$ cat src/adg_pkg.sv
package adg_pkg;

  // ----------------------------------------------------------------
  // Timing
  // ----------------------------------------------------------------
  localparam int unsigned REFRESH_MS  = 200;
  localparam int unsigned CLK_KHZ     = 100000;
  localparam int unsigned REFRESH_CYC = REFRESH_MS * CLK_KHZ;

  // ----------------------------------------------------------------
  // Loop current limits, in microamps
  // ----------------------------------------------------------------
  localparam logic [15:0] CUR_LO_UA = 16'h0dac;  // 3500 uA
  localparam logic [15:0] CUR_HI_UA = 16'h5014;  // 20500 uA

  // ----------------------------------------------------------------
  // Status word layout
  // ----------------------------------------------------------------
  localparam int unsigned SB_CFG_OK   = 0;
  localparam int unsigned SB_S1_LO_IN = 1;
  localparam int unsigned SB_S1_HI_IN = 2;
  localparam int unsigned SB_S2_LO_IN = 3;
  localparam int unsigned SB_S2_HI_IN = 4;
  localparam int unsigned SB_S1_LO_PR = 5;
  localparam int unsigned SB_S1_HI_PR = 6;
  localparam int unsigned SB_S2_LO_PR = 7;
  localparam int unsigned SB_S2_HI_PR = 8;
  localparam int unsigned SB_DISC_OK  = 9;
  localparam int unsigned SB_CN_LO_PR = 10;
  localparam int unsigned SB_CN_HI_PR = 11;
  localparam int unsigned SB_IN_DATA  = 12;
  localparam int unsigned SB_MV_LSB   = 16;
  localparam int unsigned SB_MV_MSB   = 31;
  localparam logic [31:0] STATUS_RST  = 32'h0000_0000;
  localparam logic [15:0] MV_HIDDEN   = 16'hffff;

  // ----------------------------------------------------------------
  // Recorder
  // ----------------------------------------------------------------
  localparam int unsigned REC_CHANS  = 4;
  localparam int unsigned REC_BITS   = 45;
  localparam logic [5:0]  REC_OFF    = 6'h00;
  localparam logic [5:0]  REC_ANALOG = 6'h01;
  localparam logic [5:0]  REC_BIT0   = 6'h02;

  typedef enum logic [2:0] {
    ADG_SRC_S1_FILT,
    ADG_SRC_S2_FILT,
    ADG_SRC_S1_DELAY,
    ADG_SRC_CONS,
    ADG_SRC_S1_RAW,
    ADG_SRC_S2_RAW
  } adg_src_e;

endpackage

$ cat src/adg_meas_if.sv
interface adg_meas_if;
  import adg_pkg::*;

  logic [15:0] cur_ua   [2];
  logic [15:0] filt     [2];
  logic [15:0] raw      [2];
  logic [15:0] s1_delay;
  logic [15:0] cons_val;
  logic [15:0] proc_min;
  logic [15:0] proc_max;
  logic [1:0]  lo_in_ok;
  logic [1:0]  hi_in_ok;
  logic [1:0]  lo_pr_ok;
  logic [1:0]  hi_pr_ok;
  logic        cn_lo_ok;
  logic        cn_hi_ok;

  modport top (
    output cur_ua, filt, raw, s1_delay, cons_val, proc_min, proc_max,
    input  lo_in_ok, hi_in_ok, lo_pr_ok, hi_pr_ok, cn_lo_ok, cn_hi_ok
  );
  modport chk (
    input  cur_ua, filt, cons_val, proc_min, proc_max,
    output lo_in_ok, hi_in_ok, lo_pr_ok, hi_pr_ok, cn_lo_ok, cn_hi_ok
  );
  modport rec (
    input  filt, raw, s1_delay, cons_val
  );
endinterface

$ cat src/adg_range_chk.sv
module adg_range_chk
  import adg_pkg::*;
(
  adg_meas_if.chk m
);

  // ----------------------------------------------------------------
  // Comparisons
  // ----------------------------------------------------------------
  // Ok unless strictly past the bound; equal counts as inside
  function automatic logic not_below(input logic [15:0] v, input logic [15:0] lim);
    not_below = (v >= lim);
  endfunction

  function automatic logic not_above(input logic [15:0] v, input logic [15:0] lim);
    not_above = (v <= lim);
  endfunction

  genvar g;
  generate
    for (g = 0; g < 2; g++)
    begin : g_sens
      assign m.lo_in_ok[g] = not_below(m.cur_ua[g], CUR_LO_UA);  // RULE_02
      assign m.hi_in_ok[g] = not_above(m.cur_ua[g], CUR_HI_UA);  // RULE_03
      assign m.lo_pr_ok[g] = not_below(m.filt[g], m.proc_min);   // RULE_04
      assign m.hi_pr_ok[g] = not_above(m.filt[g], m.proc_max);   // RULE_05
    end
  endgenerate

  assign m.cn_lo_ok = not_below(m.cons_val, m.proc_min);  // RULE_07
  assign m.cn_hi_ok = not_above(m.cons_val, m.proc_max);  // RULE_07

endmodule

$ cat src/adg_rec_sel.sv
module adg_rec_sel
  import adg_pkg::*;
(
  adg_meas_if.rec                m,
  input  wire adg_src_e          ana_src,
  input  wire logic [5:0]        chan_sel [REC_CHANS],
  input  wire logic [REC_BITS-1:0] bit_pool,
  output logic [15:0]            ana_val,
  output logic [REC_CHANS-1:0]   chan_bit,
  output logic [REC_CHANS-1:0]   chan_act
);

  // ----------------------------------------------------------------
  // Analog source pick
  // ----------------------------------------------------------------
  always_comb
  begin
    case (ana_src)  // RULE_12
      ADG_SRC_S1_FILT:  ana_val = m.filt[0];
      ADG_SRC_S2_FILT:  ana_val = m.filt[1];
      ADG_SRC_S1_DELAY: ana_val = m.s1_delay;
      ADG_SRC_CONS:     ana_val = m.cons_val;
      ADG_SRC_S1_RAW:   ana_val = m.raw[0];
      ADG_SRC_S2_RAW:   ana_val = m.raw[1];
      default:          ana_val = m.cons_val;
    endcase
  end

  // ----------------------------------------------------------------
  // Channels
  // ----------------------------------------------------------------
  // Only one analog channel per module; later claims are dropped
  always_comb
  begin
    logic ana_taken;
    logic [5:0] idx;
    ana_taken = 1'b0;
    idx       = 6'h00;
    chan_bit  = '0;
    chan_act  = '0;
    for (int i = 0; i < REC_CHANS; i++)  // RULE_13
    begin
      idx = chan_sel[i] - REC_BIT0;
      if (chan_sel[i] == REC_ANALOG)
      begin
        chan_act[i] = !ana_taken;
        ana_taken   = 1'b1;
      end
      else if (chan_sel[i] >= REC_BIT0 && idx < 6'(REC_BITS))
      begin
        chan_act[i] = 1'b1;
        chan_bit[i] = bit_pool[idx];
      end
    end
  end

endmodule

$ cat src/adg_status_top.sv
// What this block does
// RULE_01: Config-valid bit is 1 while configuration valid, else 0.
// RULE_02: Per sensor, lower input range bit clears below 3.5 mA.
// RULE_03: Per sensor, upper input range bit clears above 20.5 mA.
// RULE_04: Per sensor, lower process bit clears below process range minimum.
// RULE_05: Per sensor, upper process bit clears above process range maximum.
// RULE_06: Discrepancy bit reads 1 without discrepancy, 0 on discrepancy error.
// RULE_07: Consolidated value has lower and upper process range bits.
// RULE_08: Measured value is unsigned 16 bits, bit 0 least significant.
// RULE_09: Consumer converts value times gradient, divided by 2500, plus offset.
// RULE_10: Consumer always uses first sensor gradient and offset.
// RULE_11: Input data status is 1 only with valid sensors, no discrepancy.
// RULE_12: One recordable analog value chosen from six sources.
// RULE_13: Recorder also takes bits; at most four channels total.
// RULE_14: Status bits refresh about every 200 ms.
// RULE_15: Hide option forces measured value bits 16 to 31 to ones.
// RULE_16: All status bits and value captured together in one cycle.
module adg_status_top
  import adg_pkg::*;
#(
  parameter int unsigned REFRESH_CYCLES = REFRESH_CYC
)
(
  input  wire logic        mclk,
  input  wire logic        rstn,
  input  wire logic        cfg_valid,
  input  wire logic        disc_err,
  input  wire logic        hide_mv,
  input  wire logic [15:0] first_sensor_input_ua,
  input  wire logic [15:0] second_sensor_input_ua,
  input  wire logic [15:0] first_sensor_input_filt,
  input  wire logic [15:0] second_sensor_input_filt,
  input  wire logic [15:0] first_sensor_input_raw,
  input  wire logic [15:0] second_sensor_input_raw,
  input  wire logic [15:0] first_sensor_input_delay,
  input  wire logic [15:0] cons_val,
  input  wire logic [15:0] proc_min,
  input  wire logic [15:0] proc_max,
  input  wire logic [6:0]  sig_range,
  input  wire logic [3:0]  proc_range_sel,
  input  wire adg_src_e    rec_src,
  input  wire logic [5:0]  rec_chan_sel [REC_CHANS],
  output logic [31:0]      status_word,
  output logic             status_tick,
  output logic             sensor_status,
  output logic             enable_out,
  output logic [15:0]      rec_ana,
  output logic [REC_CHANS-1:0] rec_bit,
  output logic [REC_CHANS-1:0] rec_act
);

  // ----------------------------------------------------------------
  // Range checks
  // ----------------------------------------------------------------
  adg_meas_if meas ();

  assign meas.cur_ua[0] = first_sensor_input_ua;
  assign meas.cur_ua[1] = second_sensor_input_ua;
  assign meas.filt[0]   = first_sensor_input_filt;
  assign meas.filt[1]   = second_sensor_input_filt;
  assign meas.raw[0]    = first_sensor_input_raw;
  assign meas.raw[1]    = second_sensor_input_raw;
  assign meas.s1_delay  = first_sensor_input_delay;
  assign meas.cons_val  = cons_val;
  assign meas.proc_min  = proc_min;
  assign meas.proc_max  = proc_max;

  adg_range_chk u_chk (
    .m (meas.chk)
  );

  // ----------------------------------------------------------------
  // Live flags
  // ----------------------------------------------------------------
  logic        sens_ok;
  logic        enab_ok;
  logic [31:0] live_word;

  // Sensor valid means both loop currents inside the input range and no discrepancy error
  assign sens_ok = (&meas.lo_in_ok) & (&meas.hi_in_ok) & !disc_err;  // RULE_11
  assign enab_ok = sens_ok & meas.cn_lo_ok & meas.cn_hi_ok;

  always_comb
  begin
    live_word              = '0;
    live_word[SB_CFG_OK]   = cfg_valid;  // RULE_01
    live_word[SB_S1_LO_IN] = meas.lo_in_ok[0];  // RULE_02
    live_word[SB_S1_HI_IN] = meas.hi_in_ok[0];  // RULE_03
    live_word[SB_S2_LO_IN] = meas.lo_in_ok[1];  // RULE_02
    live_word[SB_S2_HI_IN] = meas.hi_in_ok[1];  // RULE_03
    live_word[SB_S1_LO_PR] = meas.lo_pr_ok[0];  // RULE_04
    live_word[SB_S1_HI_PR] = meas.hi_pr_ok[0];  // RULE_05
    live_word[SB_S2_LO_PR] = meas.lo_pr_ok[1];  // RULE_04
    live_word[SB_S2_HI_PR] = meas.hi_pr_ok[1];  // RULE_05
    live_word[SB_DISC_OK]  = !disc_err;  // RULE_06
    live_word[SB_CN_LO_PR] = meas.cn_lo_ok;  // RULE_07
    live_word[SB_CN_HI_PR] = meas.cn_hi_ok;  // RULE_07
    live_word[SB_IN_DATA]  = sens_ok;  // RULE_11
    // Hidden value stays static so a gateway sees no toggling bits
    if (hide_mv)
      live_word[SB_MV_MSB:SB_MV_LSB] = MV_HIDDEN;  // RULE_15
    else
      live_word[SB_MV_MSB:SB_MV_LSB] = cons_val;  // RULE_08
  end

  // ----------------------------------------------------------------
  // Refresh timer and snapshot
  // ----------------------------------------------------------------
  logic [31:0] cnt_ff;
  logic [31:0] nxt_cnt;
  logic        tick_ff;
  logic        nxt_tick;
  logic [31:0] word_ff;
  logic [31:0] nxt_word;

  // Status lags process data by up to one refresh period
  always_comb
  begin
    nxt_tick = 1'b0;
    nxt_cnt  = cnt_ff + 32'h0000_0001;
    nxt_word = word_ff;
    if (cnt_ff >= 32'(REFRESH_CYCLES - 1))  // RULE_14
    begin
      nxt_cnt  = '0;
      nxt_tick = 1'b1;
      nxt_word = live_word;  // RULE_16
    end
  end

  always_ff @(posedge mclk or negedge rstn)
  begin
    if (!rstn)
    begin
      cnt_ff  <= '0;
      tick_ff <= 1'b0;
      word_ff <= STATUS_RST;
    end
    else
    begin
      cnt_ff  <= nxt_cnt;
      tick_ff <= nxt_tick;
      word_ff <= nxt_word;
    end
  end

  assign status_word = word_ff;
  assign status_tick = tick_ff;

  // ----------------------------------------------------------------
  // Logic-editor flags, per processing cycle
  // ----------------------------------------------------------------
  logic sens_ff;
  logic nxt_sens;
  logic enab_ff;
  logic nxt_enab;

  always_comb
  begin
    nxt_sens = sens_ok;  // RULE_11
    nxt_enab = enab_ok;
  end

  always_ff @(posedge mclk or negedge rstn)
  begin
    if (!rstn)
    begin
      sens_ff <= 1'b0;
      enab_ff <= 1'b0;
    end
    else
    begin
      sens_ff <= nxt_sens;
      enab_ff <= nxt_enab;
    end
  end

  assign sensor_status = sens_ff;
  assign enable_out    = enab_ff;

  // ----------------------------------------------------------------
  // Data recorder
  // ----------------------------------------------------------------
  logic [REC_BITS-1:0]  pool;
  logic [15:0]          ana_c;
  logic [REC_CHANS-1:0] bit_c;
  logic [REC_CHANS-1:0] act_c;

  // Recorded status word bits come from the slow snapshot; the sensor and enable flags are live
  assign pool = {proc_range_sel, sens_ok, enab_ok, sig_range, word_ff};

  adg_rec_sel u_rec (
    .m        (meas.rec),
    .ana_src  (rec_src),
    .chan_sel (rec_chan_sel),
    .bit_pool (pool),
    .ana_val  (ana_c),
    .chan_bit (bit_c),
    .chan_act (act_c)
  );

  logic [15:0]          ana_ff;
  logic [15:0]          nxt_ana;
  logic [REC_CHANS-1:0] rbit_ff;
  logic [REC_CHANS-1:0] nxt_rbit;
  logic [REC_CHANS-1:0] ract_ff;
  logic [REC_CHANS-1:0] nxt_ract;

  always_comb
  begin
    nxt_ana  = ana_c;  // RULE_12
    nxt_rbit = bit_c;  // RULE_13
    nxt_ract = act_c;  // RULE_13
  end

  always_ff @(posedge mclk or negedge rstn)
  begin
    if (!rstn)
    begin
      ana_ff  <= '0;
      rbit_ff <= '0;
      ract_ff <= '0;
    end
    else
    begin
      ana_ff  <= nxt_ana;
      rbit_ff <= nxt_rbit;
      ract_ff <= nxt_ract;
    end
  end

  assign rec_ana = ana_ff;
  assign rec_bit = rbit_ff;
  assign rec_act = ract_ff;

endmodule

$ cat config.mk
export PLATFORM = sky130hd
export DESIGN_NAME = adg_status_top
export DESIGN_NICKNAME = d
export VERILOG_FILES = /design/src/adg_pkg.sv /design/src/adg_meas_if.sv /design/src/adg_range_chk.sv /design/src/adg_rec_sel.sv /design/src/adg_status_top.sv
export SDC_FILE = /design/constraint.sdc
export NUM_CORES = 1
export LEC_CHECK = 0
export BUFFER_PORTS_ARGS = -buffer_cell sky130_fd_sc_hd__buf_2
export CAP_MARGIN = 25
export CELL_PAD_IN_SITES_DETAIL_PLACEMENT = 2
export CELL_PAD_IN_SITES_GLOBAL_PLACEMENT = 2
export CORE_ASPECT_RATIO = 0.6
export CORE_MARGIN = 2
export CORE_UTILIZATION = 29
export DETAILED_ROUTE_END_ITERATION = 10
export PLACE_DENSITY_LB_ADDON = 0.2
export RECOVER_POWER = 50
export SLEW_MARGIN = 15
export SYNTH_ARGS = -nofsm -noshare
export SYNTH_HDL_FRONTEND = slang
export SYNTH_HIERARCHICAL = 1
export SYNTH_SLANG_ARGS = --single-unit
$ cat constraint.sdc
create_clock -name mclk -period 2 [get_ports mclk]
set_input_delay 0.1 -clock mclk [delete_from_list [all_inputs] [get_ports mclk]]
set_output_delay 0.1 -clock mclk [all_outputs]
set_load 0.03 [all_outputs]
Word-level counts from Yosys, hierarchy flattened
Index checks and enable logic that the tools add are counted.

Output and inout port bits: 59. Memories kept: 0. Register bits: 88. Logic and storage cells: 90. ROM bits: 0. Memory bits (writable): 0. Latch bits: 0.

Mux-type cells: 31. Eq/ne operators: 8. Shifts and indexed selects: 0. Order comparisons: 23. Multipliers: 0. Bitwise operators: 4. Div/mod/pow operators: 0. Add/sub/neg operators: 5. Reductions and logical operators: 11.

Operators by type and width (number): case mux 16 bit (5 select lines) (1); greater-or-equal comparator 16 bit (3); <= comparator 16 bit (3); adder 32 x 1 -> 32 bit (second input constant) (1); greater-or-equal comparator 16 x 12 -> 1 bit (second input constant) (2); greater-or-equal comparator 32 x 25 -> 1 bit (second input constant) (1); <= comparator 16 x 15 -> 1 bit (second input constant) (2); 2-to-1 mux 32 bit (1); less-than comparator 6 x 7 -> 1 bit (second input constant) (4); binary-select mux 1 bit (select 6 bit) (4); equality test 6 x 1 -> 1 bit (second input constant) (4); greater-or-equal comparator 6 x 2 -> 1 bit (second input constant) (4); less-than comparator 6 bit (second input constant) (4); 2-to-1 mux 1 bit (24); subtractor 6 x 2 -> 6 bit (second input constant) (4); 2-to-1 mux 16 bit (1); equality test 3 bit (second input constant) (2); bitwise AND 1 bit (4); logical AND 1 bit (4); zero test 1 bit (4); AND reduction 2 bit (2); equality test 3 x 1 -> 1 bit (second input constant) (1); equality test 3 x 2 -> 1 bit (second input constant) (1); zero test 3 bit (1).

Longest topological paths before layout
Gate-level depths: netlist (run 1).

Depth in word-level cells: 10. Mapped depth: 13. Depth with buffers taken out: 13.

Cells and area by module
The synthesis (run 1) kept the hierarchy.

By module, submodules not included: adg_status_top (times used 1, cells each 266, sequential area each 2202.1 sq um, area each 3344.5 sq um); adg_rec_sel (times used 1, cells each 386, sequential area each 0.0 sq um, area each 3324.4 sq um); adg_range_chk (times used 1, cells each 299, sequential area each 0.0 sq um, area each 2311.0 sq um).

Worst setup path after synthesis (run 1)
No wires, ideal clock.

Path type: input port to flip-flop. Start point: input proc_max[15]. End point: register rbit_ff[3], in the netlist rec_bit[3]. Buffers on the path: 0. Data arrival time: 2.664 ns. Setup slack: -0.791 ns. Stages: 12. Path through: inv_1 ha_1 nand4_2 or4_4 a21oi_2 a211oi_1 a21o_1 and3_1 mux4_2 mux4_2 nand3_1 nand3_1.

Word-level cells in the longest chain between the ends: 6.

Ends and longest elaborated chain: from (decl) (line adg_status_top.sv:38) `input wire logic [15:0] proc_max,`; <= comparator 16 bit (line adg_range_chk.sv:16) `not_above = (v <= lim);`; net live_word[11] (line adg_status_top.sv:77) `logic [31:0] live_word;`; bitwise AND 1 bit (line adg_status_top.sv:81) `assign enab_ok = sens_ok & meas.cn_lo_ok & meas.cn_hi_ok;`; net enab_ok (line adg_status_top.sv:76) `logic enab_ok;`; binary-select mux 1 bit (select 6 bit) (line adg_rec_sel.sv:52) `chan_bit[i] = bit_pool[idx];`; 2-to-1 mux 1 bit (not written as such) (line adg_rec_sel.sv:52); 2-to-1 mux 1 bit (line adg_rec_sel.sv:49) `else if (chan_sel[i] >= REC_BIT0 && idx < 6'(REC_BITS))`; 2-to-1 mux 1 bit (line adg_rec_sel.sv:44) `if (chan_sel[i] == REC_ANALOG)`; net bit_c[3] (line adg_status_top.sv:185) `logic [REC_CHANS-1:0] bit_c;`; to (signal assigned) (line adg_status_top.sv:226) `rbit_ff <= nxt_rbit;`; to (decl) (line adg_status_top.sv:203) `logic [REC_CHANS-1:0] rbit_ff;`.

The timed path passes the listed nets, and every way through them passes these cells. The select of a mux whose other input is x is not followed. A chain may end at the register's enable or synchronous reset.

Worst setup path in the final report (run 1)
Start point: input proc_max[10]. End point: register rbit_ff[3], in the netlist rec_bit[3].

The elaborated chain is that of the path after synthesis.

==> run summary, run 1 <==
status - finished with violations
failing checks - negative setup slack
CTS Root Cell - clkbuf_16
crit-path max cell delay - 600 ps
CTS tree - built
arrival time at the worst endpoint - 2940 ps
Initial Utilization - 29.7%
fraction of layout cells with a size suffix above 1 - 40.7%
die footprint - 0.0324 mm^2
PortBufs - 258
Slew headroom - 10.7%
critical path startpoint category - input port
cell count after synthesis - 951
Endpoint, Worst Hold - rec_ana[10]
reg2reg path depth - 6
Max Cap Viol - 0
met1 Resource Use GR - 38.6%
area leader, netlist - dfrtp_1
final cycle utilization of the critical path - 134%
WHS - 48.4 ps
RSZ-0062 raised after global routing - yes
number of I/O pins - 262
CP cell instances - buf_8 -> inv_12 -> ha_4 -> nand4_1 -> or4_4 -> a21oi_4 -> a211oi_2 -> a21o_1 -> and3_4 -> mux4_2 -> mux4_2 -> nand3_2 -> nand3_2
Final Hold Viols - 0
clk_lat worst skew - 370 ps
Slew Viols, Final - 0
pwr/cell area - 488 mW/mm^2
Worst Path Required - 2260 ps
Leak - 6.20 nW
setup ws final - -682 ps
WL/cell - 23.3 um
HPWL Detailed - 34600 um
post-synth cell types - 68
Async SR Flop Fraction - 100%
FMAX - 373 MHz
Slowest-stage cell, CP - or4_4
row count - 49
Logic pwr share - 39.7%
GRT Overall Usage - 25.9%
initial antenna violation count - 1
# DRC - 0
Clk network pwr share - 28.2%
Buf/Inv on CP - 2
YS warnings - 6
Worst Path Max Fanout - 2
met3 usage - 4.28%
worst slew pin tran - 1340 ps
endpoints failing setup - 28
largest net degree at the start of global routing - 48
Num CTS Buffers - 9
vias post-DR - 9394
Synth top cells by count - 105 x ha_1, 88 x dfrtp_1, 88 x nor2_1
WL final - 41700 um
Cell Area, Synth - 0.00898 mm^2
Synth-to-Final Area Change - 41.0%
CTS clk-pin slew, worst paths - 80 ps
met2 usage - 39.5%
ys flop type - dfrtp_1
Die Ht - 140 um
FF+latch count, synth - 88
internal power - 3.84 mW
total grt overflow - 0
Clock H-tree levels - 3
family with the most delay on the worst path - simple AND/OR/NAND/NOR gates
r2r setup slk - -70 ps
nets@finish - 1682
Worst R2R Start - cnt_ff[19]
capturing point of the worst reg2reg path - status_word[11]
Filler cells - 3371
top post-synthesis cells by area - dfrtp_1 25%, ha_1 15%, mux4_2 9.8%
gp weighted congestion - 0.924
first-pass GRT wire length - 63100 um
GRT Max-Usage Layer - met2
Seq pwr share - 32.1%
Worst Hold Depth - 3
Synth top area share - 24.5%
vias in the first global route - 10.2k
Sw Share - 37.9%
count leader, synth - ha_1
worst IR drop on VDD - 556 uV
CORE AREA - 0.0302 mm^2
NetSw - 2.34 mW
critical path class - in2reg
ANT nets after route - 0
Sink Count - 88
pre-CTS setup slack - -1110 ps
number of synthesized flops with an enable pin - 0
Tmin final - 2680 ps
DRT iter0 DRCs - 557
Vias/cell - 5.25
chip width - 231 um
synthesized area per cell - 9.44 um^2
drt first pass iters - 5
Worst Hold Class - in2reg
Crit. End Element - flop
sequential share of the synthesized area - 24.5%
Worst Hold Launch - first_sensor_input_delay[10]
Clock Path Buffers - 2
Worst Skew - 14.1 ps
==> cells in the final DEF, fill, tap and decap left out, types with 22 or more instances in the layout <==
cell type  instances
buf_2            245
buf_4            167
ha_1              94
dfrtp_1           88
nor2_1            83
a21oi_1           71
inv_1             59
mux2i_1           58
nand2_1           56
mux4_2            39
o21ai_0           25
nand3_1           24
conb_1            22
==> registers in the layout, summed over array words and instances, names as in the netlist <==
| register | cells |
|---|---|
| cnt_ff | 32 |
| rec_act | 4 |
| enable_out | 1 |
| status_word | 29 |
| sensor_status | 1 |
| rec_bit | 4 |
| status_tick | 1 |
| rec_ana | 16 |
==> per-stage QoR <==
step           cell area [um^2]  power, mW  utilization, %  setup TNS [ps]  std cells
2_1_floorplan              9210       3.25               -           -1470        972
3_3_place_gp              12000       4.31            39.8           -7610       1753
3_5_place_dp              12000       4.40            39.8           -9770       1754
4_1_cts                   12600       6.22            41.5           -2830       1781
5_1_grt                   12700       6.50            41.9           -5160       1788
6_report                  12700       6.18            41.9           -3330       1788
==> cell families (layout without fill, tap and decap cells) <==
family	Yosys count	count (layout)	share of synthesized area (%)
other	1	23	0.0418
buffers and inverters	120	527	6.24
DFF	88	88	24.5
AOI/OAI and AO/OA	196	196	14.2
muxes	122	122	21.0
and+or+nand+nor	288	288	16.4
xor gates and xnor gates	31	31	3.02
adders and majority gates	105	105	14.6
==> how the worst max path moves through the flow <==
stage | startpoint | depth (start not counted) | to
2_1_floorplan | proc_max[10] | 12 | rec_bit[3]
3_3_place_gp | proc_max[10] | 13 | rec_bit[3]
3_5_place_dp | proc_max[10] | 13 | rec_bit[3]
4_1_cts | proc_max[11] | 13 | rec_bit[3]
5_1_grt | proc_max[10] | 13 | rec_bit[3]
6_report | proc_max[10] | 13 | rec_bit[3]
==> per-layer routing <==
metal | part of all wire [%] | vias to the layer above
met3 | 4.9 | 30
met1 | 50 | 4773
met5 | 0 | -
li1 | - | 4368
met4 | 1.2 | 0
met2 | 44 | 223
==> cell type report <==
type	count	area [um^2]	share of cell area, %
multi-input cells	764	6550	51.7
repair buffers	441	2820	22.3
diodes	1	2.50	0.0198
clock buffers	9	225	1.78
clock inverters	7	62.6	0.494
flip-flops and latches	88	2200	17.4
well taps	408	510	4.03
inverters	70	295	2.33
==> power groups by stage <==
stage / combinational, mW / sequential, mW / clock (mW)
2_1_floorplan: 1.07 / 2.18 / 0
3_3_place_gp: 2.30 / 2.01 / 0
3_5_place_dp: 2.39 / 2.02 / 0
4_1_cts: 2.43 / 1.98 / 1.81
5_1_grt: 2.65 / 2.00 / 1.85
6_report: 2.45 / 1.99 / 1.74
==> worst register-to-register path, stage by stage (launching register included) <==
cell     delay (ps)
dfrtp_1         390
or3_4           420
a311o_1         290
a21oi_2         220
nand2_4         150
buf_12          180
mux2_4          300
==> repair_timing <==
item / 4_1_cts / 5_1_grt
pin swaps: 14 / 14
cloned: 1 / 0
resized for setup: 26 / 18
endpoints found under the setup margin: 48 / 38
buffers inserted: 7 / 7
hold buffers: 3 / 0
hold endpoints to repair: 31 / 0
No activity file was read; power rests on OpenSTA's default activity.
==> run 2: changes to the inputs <==
- CORE_UTILIZATION: 29 -> 32
- clock period: 2 -> 2.9 ns (I/O delays scaled with it)
==> run summary, run 2 (synthesis gave the netlist of run 1 again) <==
vias in the first global route - 9671 (-5.5%)
Worst Hold Depth - 2 (-1)
Slew headroom - 18.4% (+7.8 points)
DRT iter0 DRCs - 568 (+2.0%)
ANT nets after route - 0 (unchanged)
capturing point of the worst reg2reg path - status_word[8]
WHS - 18.2 ps (-30.3 ps)
Num CTS Buffers - 9 (unchanged)
Largest register FFs - 32 (unchanged)
CORE AREA - 0.0276 mm^2 (-8.8%)
Final Hold Viols - 0 (unchanged)
nets@finish - 1568 (-6.8%)
NetSw - 1.54 mW (-34%)
Vias/cell - 5.50 (+4.6%)
worst IR drop on VDD - 312 uV (-44%)
RSZ-0062 raised after global routing - no
vias post-DR - 8972 (-4.5%)
pre-CTS setup slack - -389 ps (+722 ps)
largest net degree at the start of global routing - 46 (-4.2%)
status - completed
CTS tree - built
most common cell after layout, fill and taps aside - buf_2
Die Ht - 134 um (-4.7%)
Clock H-tree levels - 3 (unchanged)
gp weighted congestion - 0.912 (-1.3%)
chip width - 220 um (-4.7%)
critical path class - in2reg
pwr/cell area - 365 mW/mm^2 (-25%)
initial antenna violation count - 2 (+1)
fraction of layout cells with a size suffix above 1 - 31.0% (-9.7 points)
endpoints failing setup - 0 (-100%)
Slew Viols, Final - 0 (unchanged)
Worst Hold Launch - cfg_valid
commonest cells after routing, fill and taps aside - 229 x buf_2, 103 x ha_1, 88 x nor2_1, 88 x dfrtp_1, 71 x a21oi_1
CTS Root Cell - clkbuf_16
clk_lat worst skew - 360 ps (about the same)
GRT Overall Usage - 27.3% (+1.4 points)
row count - 47 (-4.1%)
drt first pass iters - 4 (-1)
Initial Utilization - 32.6% (+2.8 points)
Worst Path Max Fanout - 4 (+2)
CP cell instances - buf_2 -> inv_1 -> ha_1 -> nand4_1 -> or4_4 -> a21oi_4 -> a211oi_1 -> a21o_1 -> and3_4 -> mux4_2 -> mux4_2 -> nand3_1 -> nand3_1
Tmin final - 2790 ps
Sw Share - 37.3% (-0.60 points)
Endpoint, Worst Hold - status_word[0]
WL final - 39700 um (-4.9%)
Sink Count - 88 (unchanged)
crit-path max cell delay - 520 ps (-80 ps)
Setup TNS - 0 ps (+3330 ps)
Slowest-stage cell, CP - or4_4
internal power - 2.60 mW (-32%)
CTS clk-pin slew, worst paths - 70 ps (about the same)
Synth-to-Final Area Change - 26.4%
Most flops, register - cnt_ff
Crit. End Element - flop
PortBufs - 258 (unchanged)
number of I/O pins - 262 (unchanged)
Clock Path Buffers - 2 (unchanged)
Max Cap Viol - 0 (unchanged)
Leak - 5.54 nW (-11%)
critical path startpoint category - input port
Logic pwr share - 36.1% (-3.6 points)
Clk network pwr share - 30.5% (+2.3 points)
total grt overflow - 0 (unchanged)
Worst Path Required - 3140 ps (+880 ps)
# DRC - 0 (unchanged)
Worst R2R Start - cnt_ff[19]
reg2reg path depth - 6 (unchanged)
fin cells - 1632 (-8.7%)
final cycle utilization of the critical path - 96.1%
Worst Hold Class - in2reg
Antenna diodes - 0 (-1)
overall power - 4.14 mW (-33%)
die footprint - 0.0295 mm^2 (-9.2%)
first-pass GRT wire length - 59900 um (-5.0%)
FMAX - 359 MHz
HPWL Detailed - 32900 um (-5.0%)
Seq pwr share - 33.4% (+1.3 points)
r2r setup slk - 700 ps (+770 ps)
placed instance count - 1613 (-8.0%)
worst slew pin tran - 1220 ps (-116 ps)
Worst Skew - 6.29 ps (-7.79 ps)
WL/cell - 24.3 um (+4.2%)
arrival time at the worst endpoint - 3030 ps (+90 ps)
setup ws final - 114 ps (+797 ps)
## run 2: how the worst max path moves through the flow
stage | startpoint | endpoint | slack (ps) | cells after the start
final | proc_max[10] | rec_bit[3] | 110 | 13
after global routing | proc_max[10] | rec_bit[3] | 60 | 13
after global placement | proc_max[9] | rec_bit[3] | -270 | 13
after detailed placement | proc_max[9] | rec_bit[3] | -390 | 13
after floorplan | proc_max[15] | rec_bit[3] | 60 | 12
after CTS | proc_max[9] | rec_bit[3] | 10 | 13
## run 2: power by group through the flow
stage          Clock, mW  Combinational [mW]  Sequential (mW)
2_1_floorplan          0               0.726             1.50
3_3_place_gp           0                1.43             1.41
3_5_place_dp           0                1.48             1.40
4_1_cts             1.30                1.49             1.38
5_1_grt             1.35                1.62             1.39
6_report            1.26                1.49             1.38
## run 2: repair_timing
action	in CTS	in global routing
gates resized for setup	0	5
endpoints found under the setup margin	1	4
setup buffers	0	1
endpoints found under the hold margin	44	0
hold buffers	2	0
pin swaps	1	3
## run 2: worst max-delay path: cells and delay by family
family | cells | cell delay [ps]
and+or+nand+nor | 5 | 1140
adders and majority gates | 1 | 300
AOI/OAI and AO/OA | 3 | 380
buffers and inverters | 2 | 150
muxes | 2 | 900
## run 2: per-stage QoR
| step | utilization (%) | instance area, um^2 |
|---|---|---|
| 6_report | 41.2 | 11400 |
| 5_1_grt | 41.2 | 11400 |
| 4_1_cts | 41.2 | 11400 |
| 3_5_place_dp | 40.0 | 11000 |
| 3_3_place_gp | 40.0 | 11000 |
| 2_1_floorplan | - | 9060 |
## run 2: final cells by class
type	count	area (um^2)
inverters	70	263
multi-input cells	764	6330
clock buffers	10	229
well taps	367	459
fillers	3122	16200
flip-flops and latches	88	2200
repair buffers	327	1790
clock inverters	6	75.1
## run 2: layer usage
metal	share of wire [%]	GRT usage, %	routed length [um]
met5	0	0	0
met4	0.99	4.47	391
met3	6.4	5.91	2530
met2	42	39.5	16500
met1	51	41.7	20200
